===== config.mk =====
export PLATFORM = sky130hd
export DESIGN_NAME = spi_master_slave_port
export DESIGN_NICKNAME = d
export VERILOG_FILES = /design/src/core/spi_master_slave_port.v
export VERILOG_INCLUDE_DIRS = /design/src /design/src/core
export SDC_FILE = /design/constraint.sdc
export NUM_CORES = 1
export LEC_CHECK = 0
export BUFFER_PORTS_ARGS = -buffer_cell sky130_fd_sc_hd__buf_2
export CAP_MARGIN = 20
export CORE_ASPECT_RATIO = 1.5
export CORE_MARGIN = 3
export CORE_UTILIZATION = 61
export DETAILED_ROUTE_END_ITERATION = 16
export HOLD_SLACK_MARGIN = 0.12
export PLACE_DENSITY = 0.85
export SETUP_SLACK_MARGIN = 0.02
export SLEW_MARGIN = 15
export SYNTH_ARGS = -nofsm -noshare
export SYNTH_HDL_FRONTEND = slang
export SYNTH_SLANG_ARGS = --single-unit

===== constraint.sdc =====
create_clock -name core_clk -period 4.6 [get_ports core_clk]
set_input_delay 0.23 -clock core_clk [delete_from_list [all_inputs] [get_ports core_clk]]
set_output_delay 0.23 -clock core_clk [all_outputs]
set_load 0.02 [all_outputs]

===== src/core/spi_port_consts.vh =====
`ifndef SPI_PORT_CONSTS_VH
`define SPI_PORT_CONSTS_VH

// ----------------------------------------------------------------
// Register byte addresses
// ----------------------------------------------------------------
`define SPI_STATUS_ADDR 32'hffff0a00
`define SPI_RX_ADDR 32'hffff0a04
`define SPI_TX_ADDR 32'hffff0a08
`define SPI_DIV_ADDR 32'hffff0a0c
`define SPI_CTRL_ADDR 32'hffff0a10

// ----------------------------------------------------------------
// Reset values
// ----------------------------------------------------------------
`define SPI_STATUS_RESET 32'h00000000
`define SPI_DIV_RESET 8'h1b
`define SPI_CTRL_RESET 16'h0000

// ----------------------------------------------------------------
// Control register fields
// ----------------------------------------------------------------
`define CTL_ENABLE 0
`define CTL_MASTER 1
`define CTL_CPOL 2
`define CTL_CPHA 3
`define CTL_TX_FLUSH 4
`define CTL_RX_FLUSH 5

// ----------------------------------------------------------------
// Status register fields
// ----------------------------------------------------------------
`define STA_TX_CNT_LSB 1
`define STA_UNDERFLOW 4
`define STA_OVERFLOW 7
`define STA_RX_CNT_LSB 8

// ----------------------------------------------------------------
// Framing and timing
// ----------------------------------------------------------------
`define BYTE_BITS 4'd8
`define LAST_BIT 3'd7
`define LAST_HALF_PERIOD 4'd15
`define MAX_BIT_RATE_HZ 5120000
`define CORE_CLK_HZ 50000000

`endif


===== src/core/spi_master_slave_port.v =====
// Design decision made here: the strobed register port.
`timescale 1ns/1ps
`include "spi_port_consts.vh"
// Contract
// RULE1 - Full duplex byte exchange up to 5.12 Mb
// RULE2 - Software selects master or slave operation
// RULE3 - MISO input as master, output as slave
// RULE4 - Eight-bit units, most significant bit first
// RULE5 - MOSI output as master, input as slave
// RULE6 - One byte per eight serial clocks
// RULE7 - Serial clock driven as master, received as slave
// RULE8 - Clock rate is core over 2(1+divider)
// RULE9 - Master clock polarity and phase from control
// RULE10 - Slave receives external master using configured mode
// RULE11 - Launch one edge, sample the opposite edge
// RULE12 - Slave transfer spans select low period
// RULE13 - External master holds select low during transfer
// RULE14 - Master drives select low for transfer
// RULE15 - Software routes the four pins via port0
// RULE16 - Port0 select b write needs key writes
// RULE17 - FIFO occupancy shown as counts zero to four
// RULE18 - Receive overflow flag, cleared by status read
// RULE19 - Transmit underflow flag, cleared by status read
// RULE20 - Write-only divider resetting to 0x1b
// RULE21 - Slave select and clock pass synchronisers
// RULE22 - Early select release discards partial byte

module spi_master_slave_port #(
   parameter FIFO_DEPTH = 4,
   parameter PTR_W = 2,
   parameter CNT_W = 3
) (
   input wire core_clk,
   input wire rst,
   input wire [31:0] addr,
   input wire [31:0] wdata,
   input wire wr,
   input wire rd,
   output reg [31:0] rdata,
   input wire sclk_in,
   output wire sclk_out,
   output wire sclk_oe_n,
   input wire mosi_in,
   output wire mosi_out,
   output wire mosi_oe_n,
   input wire miso_in,
   output wire miso_out,
   output wire miso_oe_n,
   input wire select_pin_in,
   output wire select_pin_out,
   output wire select_pin_oe_n
);

   // ----------------------------------------------------------------
   // Configuration
   // ----------------------------------------------------------------
   localparam [1:0] M_IDLE = 2'd0;
   localparam [1:0] M_RUN = 2'd1;
   localparam [1:0] M_STOP = 2'd2;
   localparam [CNT_W-1:0] FULL_CNT = FIFO_DEPTH[CNT_W-1:0];
   reg [15:0] ctrl_q;
   reg [7:0] div_q;
   wire enable = ctrl_q[`CTL_ENABLE];
   wire is_master = enable & ctrl_q[`CTL_MASTER];
   wire is_slave = enable & ~ctrl_q[`CTL_MASTER];
   wire cpol = ctrl_q[`CTL_CPOL];
   wire cpha = ctrl_q[`CTL_CPHA];
   wire ctrl_wr = wr & (addr == `SPI_CTRL_ADDR);
   wire tx_flush = ctrl_wr & wdata[`CTL_TX_FLUSH];
   wire rx_flush = ctrl_wr & wdata[`CTL_RX_FLUSH];
   wire status_rd = rd & (addr == `SPI_STATUS_ADDR);
   wire rx_rd = rd & (addr == `SPI_RX_ADDR);
   always @(posedge core_clk or posedge rst) begin
      if (rst) begin
         ctrl_q <= `SPI_CTRL_RESET;
         div_q <= `SPI_DIV_RESET; // RULE20
      end else begin
         // Flush bits act once and never stay set
         if (ctrl_wr) begin
            ctrl_q <= wdata[15:0] & ~(16'h0001 << `CTL_TX_FLUSH) & ~(16'h0001 << `CTL_RX_FLUSH);
         end
         if (wr & (addr == `SPI_DIV_ADDR)) begin
            div_q <= wdata[7:0];
         end
      end
   end

   // ----------------------------------------------------------------
   // Slave input synchronisers
   // ----------------------------------------------------------------
   reg sel_s1_q, sel_s2_q, sel_s3_q;
   reg sclk_s1_q, sclk_s2_q, sclk_s3_q;
   reg mosi_s1_q, mosi_s2_q;
   // MOSI gets the same two-stage delay so data stays aligned to the clock edge
   always @(posedge core_clk or posedge rst) begin
      if (rst) begin
         sel_s1_q <= 1'b1;
         sel_s2_q <= 1'b1;
         sel_s3_q <= 1'b1;
         sclk_s1_q <= 1'b0;
         sclk_s2_q <= 1'b0;
         sclk_s3_q <= 1'b0;
         mosi_s1_q <= 1'b0;
         mosi_s2_q <= 1'b0;
      end else begin
         sel_s1_q <= select_pin_in; // RULE21
         sel_s2_q <= sel_s1_q;
         sel_s3_q <= sel_s2_q;
         sclk_s1_q <= sclk_in; // RULE21
         sclk_s2_q <= sclk_s1_q;
         sclk_s3_q <= sclk_s2_q;
         mosi_s1_q <= mosi_in;
         mosi_s2_q <= mosi_s1_q;
      end
   end

   // ----------------------------------------------------------------
   // FIFO storage
   // ----------------------------------------------------------------
   reg [7:0] tx_mem [0:FIFO_DEPTH-1];
   reg [7:0] rx_mem [0:FIFO_DEPTH-1];
   reg [PTR_W-1:0] tx_rd_q, tx_wr_q, rx_rd_q, rx_wr_q;
   reg [CNT_W-1:0] tx_cnt_q, rx_cnt_q;
   wire tx_empty = (tx_cnt_q == {CNT_W{1'b0}});
   wire rx_empty = (rx_cnt_q == {CNT_W{1'b0}});
   wire rx_full = (rx_cnt_q == FULL_CNT);
   // Writes to a full transmit FIFO are dropped
   wire tx_push = wr & (addr == `SPI_TX_ADDR) & (tx_cnt_q != FULL_CNT);
   wire rx_pop = rx_rd & ~rx_empty;

   // ----------------------------------------------------------------
   // Master clock generator and select
   // ----------------------------------------------------------------
   reg [1:0] m_state_q;
   reg [7:0] div_cnt_q;
   reg [3:0] half_cnt_q;
   reg sck_q, sel_q;
   wire tick = (div_cnt_q == div_q);
   wire m_tick_run = is_master & (m_state_q == M_RUN) & tick;
   wire m_lead = (sck_q == cpol);
   wire start_m = is_master & (m_state_q == M_IDLE) & ~tx_empty;
   wire m_finish = m_tick_run & (half_cnt_q == `LAST_HALF_PERIOD) & tx_empty;
   always @(posedge core_clk or posedge rst) begin
      if (rst) begin
         m_state_q <= M_IDLE;
         div_cnt_q <= 8'h00;
         half_cnt_q <= 4'h0;
         sck_q <= 1'b0;
         sel_q <= 1'b1;
      end else if (!is_master) begin
         m_state_q <= M_IDLE;
         div_cnt_q <= 8'h00;
         half_cnt_q <= 4'h0;
         sck_q <= cpol;
         sel_q <= 1'b1;
      end else begin
         // One tick per (1 + divider) cycles: each tick is half a serial period
         div_cnt_q <= tick ? 8'h00 : div_cnt_q + 8'h01; // RULE8
         case (m_state_q)
            M_IDLE: begin
               sck_q <= cpol; // RULE9
               div_cnt_q <= 8'h00;
               half_cnt_q <= 4'h0;
               if (start_m) begin
                  sel_q <= 1'b0; // RULE14
                  m_state_q <= M_RUN;
               end
            end
            M_RUN: begin
               if (tick) begin
                  sck_q <= ~sck_q;
                  half_cnt_q <= half_cnt_q + 4'h1; // RULE6
                  if (m_finish) begin
                     m_state_q <= M_STOP;
                  end
               end
            end
            M_STOP: begin
               // Hold select for one more half period after the last edge
               if (tick) begin
                  sel_q <= 1'b1; // RULE14
                  m_state_q <= M_IDLE;
               end
            end
            default: begin
               m_state_q <= M_IDLE;
            end
         endcase
      end
   end

   // ----------------------------------------------------------------
   // Shared shift engine
   // ----------------------------------------------------------------
   wire s_start = is_slave & sel_s3_q & ~sel_s2_q; // RULE12
   wire s_end = is_slave & ~sel_s3_q & sel_s2_q;
   wire s_edge = is_slave & ~sel_s2_q & ~s_start & (sclk_s2_q != sclk_s3_q);
   wire s_lead = (sclk_s2_q != cpol); // RULE10
   wire edge_lead = is_master ? (m_tick_run & m_lead) : (s_edge & s_lead);
   wire edge_trail = is_master ? (m_tick_run & ~m_lead) : (s_edge & ~s_lead);
   // Phase 0 presents data before the first edge; phase 1 on the leading edge
   wire sample = cpha ? edge_trail : edge_lead; // RULE11
   wire launch = (cpha ? edge_lead : (edge_trail & ~m_finish))
                 | ((start_m | s_start) & ~cpha); // RULE11
   reg [3:0] launch_cnt_q;
   reg [2:0] sample_cnt_q;
   reg [7:0] tx_sh_q, rx_sh_q;
   reg out_q;
   reg under_q, over_q;
   wire load = launch & (launch_cnt_q == `BYTE_BITS);
   wire tx_pop = load & ~tx_empty;
   wire [7:0] next_byte = tx_empty ? 8'h00 : tx_mem[tx_rd_q];
   wire din = is_master ? miso_in : mosi_s2_q; // RULE3 RULE5
   wire rx_push_req = sample & (sample_cnt_q == `LAST_BIT);
   wire rx_push = rx_push_req & ~rx_full;
   wire [7:0] rx_byte = {rx_sh_q[6:0], din}; // RULE4
   always @(posedge core_clk or posedge rst) begin
      if (rst) begin
         launch_cnt_q <= `BYTE_BITS;
         sample_cnt_q <= 3'd0;
         tx_sh_q <= 8'h00;
         rx_sh_q <= 8'h00;
         out_q <= 1'b0;
      end else begin
         // Early release drops the partial byte
         if (start_m | s_start | s_end) begin
            launch_cnt_q <= `BYTE_BITS; // RULE22
            sample_cnt_q <= 3'd0; // RULE22
         end
         if (launch) begin
            if (load) begin
               out_q <= next_byte[7]; // RULE4
               tx_sh_q <= {next_byte[6:0], 1'b0};
               launch_cnt_q <= 4'd1;
            end else begin
               out_q <= tx_sh_q[7];
               tx_sh_q <= {tx_sh_q[6:0], 1'b0};
               launch_cnt_q <= launch_cnt_q + 4'd1;
            end
         end
         if (sample) begin
            rx_sh_q <= rx_byte; // RULE1
            sample_cnt_q <= sample_cnt_q + 3'd1; // RULE6
         end
      end
   end

   // ----------------------------------------------------------------
   // FIFO pointers and status flags
   // ----------------------------------------------------------------
   // Pointers wrap naturally, so FIFO_DEPTH must be a power of two
   always @(posedge core_clk or posedge rst) begin
      if (rst) begin
         tx_rd_q <= {PTR_W{1'b0}};
         tx_wr_q <= {PTR_W{1'b0}};
         tx_cnt_q <= {CNT_W{1'b0}};
         rx_rd_q <= {PTR_W{1'b0}};
         rx_wr_q <= {PTR_W{1'b0}};
         rx_cnt_q <= {CNT_W{1'b0}};
         under_q <= 1'b0;
         over_q <= 1'b0;
      end else begin
         if (tx_flush) begin
            tx_rd_q <= {PTR_W{1'b0}};
            tx_wr_q <= {PTR_W{1'b0}};
            tx_cnt_q <= {CNT_W{1'b0}};
         end else begin
            if (tx_push) begin
               tx_mem[tx_wr_q] <= wdata[7:0];
               tx_wr_q <= tx_wr_q + {{(PTR_W-1){1'b0}}, 1'b1};
            end
            if (tx_pop) begin
               tx_rd_q <= tx_rd_q + {{(PTR_W-1){1'b0}}, 1'b1};
            end
            if (tx_push & ~tx_pop) begin
               tx_cnt_q <= tx_cnt_q + {{(CNT_W-1){1'b0}}, 1'b1}; // RULE17
            end else if (tx_pop & ~tx_push) begin
               tx_cnt_q <= tx_cnt_q - {{(CNT_W-1){1'b0}}, 1'b1}; // RULE17
            end
         end
         if (rx_flush) begin
            rx_rd_q <= {PTR_W{1'b0}};
            rx_wr_q <= {PTR_W{1'b0}};
            rx_cnt_q <= {CNT_W{1'b0}};
         end else begin
            if (rx_push) begin
               rx_mem[rx_wr_q] <= rx_byte;
               rx_wr_q <= rx_wr_q + {{(PTR_W-1){1'b0}}, 1'b1};
            end
            if (rx_pop) begin
               rx_rd_q <= rx_rd_q + {{(PTR_W-1){1'b0}}, 1'b1};
            end
            if (rx_push & ~rx_pop) begin
               rx_cnt_q <= rx_cnt_q + {{(CNT_W-1){1'b0}}, 1'b1}; // RULE17
            end else if (rx_pop & ~rx_push) begin
               rx_cnt_q <= rx_cnt_q - {{(CNT_W-1){1'b0}}, 1'b1}; // RULE17
            end
         end
         // A new event beats a status read in the same cycle
         under_q <= (load & tx_empty) | (under_q & ~status_rd); // RULE19
         over_q <= (rx_push_req & rx_full) | (over_q & ~status_rd); // RULE18
      end
   end

   // ----------------------------------------------------------------
   // Register read port
   // ----------------------------------------------------------------
   always @(posedge core_clk or posedge rst) begin
      if (rst) begin
         rdata <= 32'h00000000;
      end else begin
         rdata <= 32'h00000000;
         if (status_rd) begin
            rdata <= `SPI_STATUS_RESET
                     | ({{(32-CNT_W){1'b0}}, rx_cnt_q} << `STA_RX_CNT_LSB)
                     | ({31'h00000000, over_q} << `STA_OVERFLOW)
                     | ({31'h00000000, under_q} << `STA_UNDERFLOW)
                     | ({{(32-CNT_W){1'b0}}, tx_cnt_q} << `STA_TX_CNT_LSB); // RULE17
         end else if (rx_rd) begin
            rdata <= {24'h000000, rx_empty ? 8'h00 : rx_mem[rx_rd_q]};
         end else if (rd & (addr == `SPI_CTRL_ADDR)) begin
            rdata <= {16'h0000, ctrl_q};
         end
      end
   end

   // ----------------------------------------------------------------
   // Pins
   // ----------------------------------------------------------------
   assign sclk_out = sck_q;
   assign sclk_oe_n = ~is_master; // RULE7 RULE2
   assign mosi_out = out_q;
   assign mosi_oe_n = ~is_master; // RULE5
   assign miso_out = out_q;
   // Slave drives MISO only while selected so several slaves can share it
   assign miso_oe_n = ~(is_slave & ~sel_s2_q); // RULE3
   assign select_pin_out = sel_q;
   assign select_pin_oe_n = ~is_master; // RULE14

endmodule


==> flow_metrics.tcl <==
set metrics [dict create \
    fin_tns_setup_ns 0 \
    relSlewSlack_pct 39.8 \
    tritoncts "done" \
    outcome "finished, final reports clean" \
    place_inst 769 \
    cts_root_buf "clkbuf_16" \
    synth_cell_types 63 \
    cp_max_fo 14 \
    reg2reg_to "rx_cnt_q[2]" \
    wirelength_um 16800 \
    rows 48 \
    cts_buffers 17 \
    grt_use_total_pct 26.8 \
    crit_arrival_ns 3.48 \
    grt_max_degree 73 \
    synthCells 558 \
    power_switching_mw 0.629 \
    crit_slowest_cell "nor4_1" \
    dieArea_um2 13600 \
    ios 112 \
    max_freq_mhz 316 \
    place_area_um2 7890 \
    p_per_area_nw_per_um2 358 \
    p_int_mw 2.50 \
    crit_chain "nand4b_1, nor4_1, o221a_2, nand3_1, fa_1, a211oi_1, o21ai_0, nor3b_1" \
    yosysMostFrequentCell "dfrtp_1" \
    fin_nets 746 \
    stdcell_count 821 \
    routabilityCongestion 0.851 \
    synth.ff_latch_count 164 \
    end_kind "flop" \
    drt-vias-per-instance 6.12 \
    post_cts_resized 0 \
    crit_required_ns 4.91 \
    nFillCells 684 \
    clock_power_share_pct 48.5 \
    dr_total_vias 5026 \
    finalHoldViolations 0 \
    synth.area.top_cells "dfrtp_1 31%, edfxtp_1 26%, mux2_2 4.8%" \
    min_path_type "in -> reg" \
    regToRegStartpoint "m_state_q[0]" \
    clkSinkCount 164 \
    grt_overflow 0 \
    drc 0 \
    clk_latency_ns 0.43 \
    cts_hold_buf 20 \
    grt_pass1_vias 5447 \
    p_leak_nw 3.79 \
    wl_met3_um 849 \
    core_area_um2 11700 \
    yosysSeqAreaShare_pct 59.7 \
    dr.pass1.iters 5 \
    rsz0062_at_grt "no" \
    synth_common_cells "91 x dfrtp_1, 64 x edfxtp_1, 45 x nor2_1, 32 x mux2_2, 22 x nand3_1" \
    reg2regPathDepth 8 \
    fin_skew_ns 0.0109 \
    top_layer_used "met4" \
    grt_pass1_wl_um 27200 \
    wl_per_cell_um 20.4 \
    h-tree-depth 4 \
    start_util_pct 63.5 \
    cp_slowest_stage_delay_ns 0.63 \
    setup_viol 0 \
    syn-cell-area_um2 7430 \
    async_flop_share_pct 61.0 \
    detail-route-antenna-nets 0 \
    startpoint_type "flop" \
    wl_met2_um 9460 \
    tightest_slew_ns 0.904 \
    postLayoutCellArea_um2 8730 \
    cap_violations 0 \
    register_area_um2 4440 \
    min_period_ns 3.16 \
    critPathKind "reg -> reg" \
    fp.dieW_um 96.1 \
    place.port_buffers 79 \
    clkTransAtPathRegs_ns 0.06 \
    drv_slew 0 \
    crit_start "m_state_q[0]" \
    combPwrFrac_pct 2.7 \
    multiInputGateArea_um2 2770 \
    grt_antenna_before_repair 0 \
    synthToLayoutAreaGrowth_pct 17.5 \
    fin_crit_sh_pct 68.8 \
    crit_end "rx_cnt_q[2]" \
    drive_above_1_share_pct 27.3 \
    synth_top_area_share_pct 30.6 \
    utilization_pct 74.6 \
    hold_ws_ns 0.202 \
    p_seq_share_pct 48.8 \
    synth_edf_count 64 \
    p_sw_share_pct 20.1 \
    synth_warnings 0 \
    wl_met1_um 6040 \
    avgSynthCellArea_um2 13.3 \
    dp_slack_ns 1.50 \
    n_antenna_cell 0 \
    hpwl_um 11300 \
    fp.dieH_um 141 \
    cts_setup_buffers 0 \
    ir_drop_uv 321 \
    yosysTopAreaCell "dfrtp_1" \
    power_mw 3.13 \
    ff2ff_setup_slack_ns 1.44 \
    clock_path_buffers 2 \
    postSynth.topFlopCell "dfrtp_1" \
    fin_ws_ns 1.44 \
    drt_iter0_drc 393 \
]
-- layout by cell type (no fill, tap or decap), types with 3 or more instances in the layout --
cell type,instances
and3b_1,4
clkbuf_16,18
nand4_1,8
a31oi_1,7
nor2_1,45
a221o_1,3
buf_2,79
buf_4,6
and4_1,11
dfstp_2,9
dfrtp_1,91
nand2_1,16
o21ai_0,17
ha_1,14
inv_1,16
nand3b_1,3
and2_1,16
xor2_1,7
edfxtp_1,64
nor3b_1,6
mux2_2,32
nor4_1,5
nand3_1,22
nor2b_1,5
conb_1,16
and3_1,7
dlygate4sd3_1,20
a22o_1,10
mux4_2,16
a21oi_1,12
a22oi_1,11
bufinv_16,4
xnor2_1,14
nor4bb_1,3
nor3_1,9
clkinv_4,3
clkbuf_1,3
-- how the worst min path moves through the flow --
stage | start | endpoint | cells after the start
final | miso_in | rx_mem[1][0] | 2
after global routing | miso_in | rx_mem[3][0] | 2
after CTS | miso_in | rx_mem[1][0] | 2
after detailed placement | rst | ctrl_q[13] | 2
after global placement | rst | ctrl_q[13] | 2
after floorplan | select_pin_in | sel_s1_q | 0
-- critical path: cells and delay by family (launching register included) --
kind            cells  cell delay, ns
flops               1            0.60
fa+ha+maj           1            0.42
simple gates        4            1.25
compound gates      3            0.80
-- cell type report --
| cell class | instances | share of cell area (%) |
|---|---|---|
| multi-input cells | 353 | 31.7 |
| clock inverters | 11 | 1.99 |
| well taps | 150 | 2.15 |
| flip-flops and latches | 164 | 50.8 |
| repair buffers | 105 | 7.34 |
| clock buffers | 21 | 5.29 |
| inverters | 17 | 0.760 |
-- layer usage --
metal  GRT usage, %  vias to the layer above
li1               -                     2247
met1           30.2                     2558
met2           47.1                      180
met3           6.89                       41
met4           11.4                        0
met5              0                        -
-- flip-flops by register name, summed over array words and instances, names as in the netlist, 4 cells and up --
register      cells
rx_sh_q           7
div_cnt_q         8
rx_mem           32
half_cnt_q        4
rdata            16
div_q             8
launch_cnt_q      4
tx_mem           32
tx_sh_q           7
ctrl_q           14
-- power groups by stage --
stage | registers (mW) | logic [mW] | clock network (mW)
2_1_floorplan | 1.55 | 0.0418 | 0
3_3_place_gp | 1.55 | 0.0677 | 0
3_5_place_dp | 1.55 | 0.0707 | 0
4_1_cts | 1.53 | 0.0843 | 1.53
5_1_grt | 1.53 | 0.0942 | 1.60
6_report | 1.53 | 0.0851 | 1.52
-- cells by family (layout without fill, tap and decap cells) --
| family | Yosys count | in the layout | synth area share, % |
|---|---|---|---|
| AO/OA/AOI/OAI | 78 | 78 | 7.56 |
| XOR/XNOR | 22 | 22 | 2.78 |
| adder cells (fa/ha/maj) | 16 | 16 | 2.90 |
| buffers and inverters | 56 | 154 | 3.96 |
| flip-flops | 164 | 164 | 59.7 |
| multiplexers | 49 | 49 | 9.83 |
| other | 1 | 16 | 0.0505 |
| AND/OR/NAND/NOR | 172 | 172 | 13.2 |
Note: power is estimated with default switching activity, not from simulation.
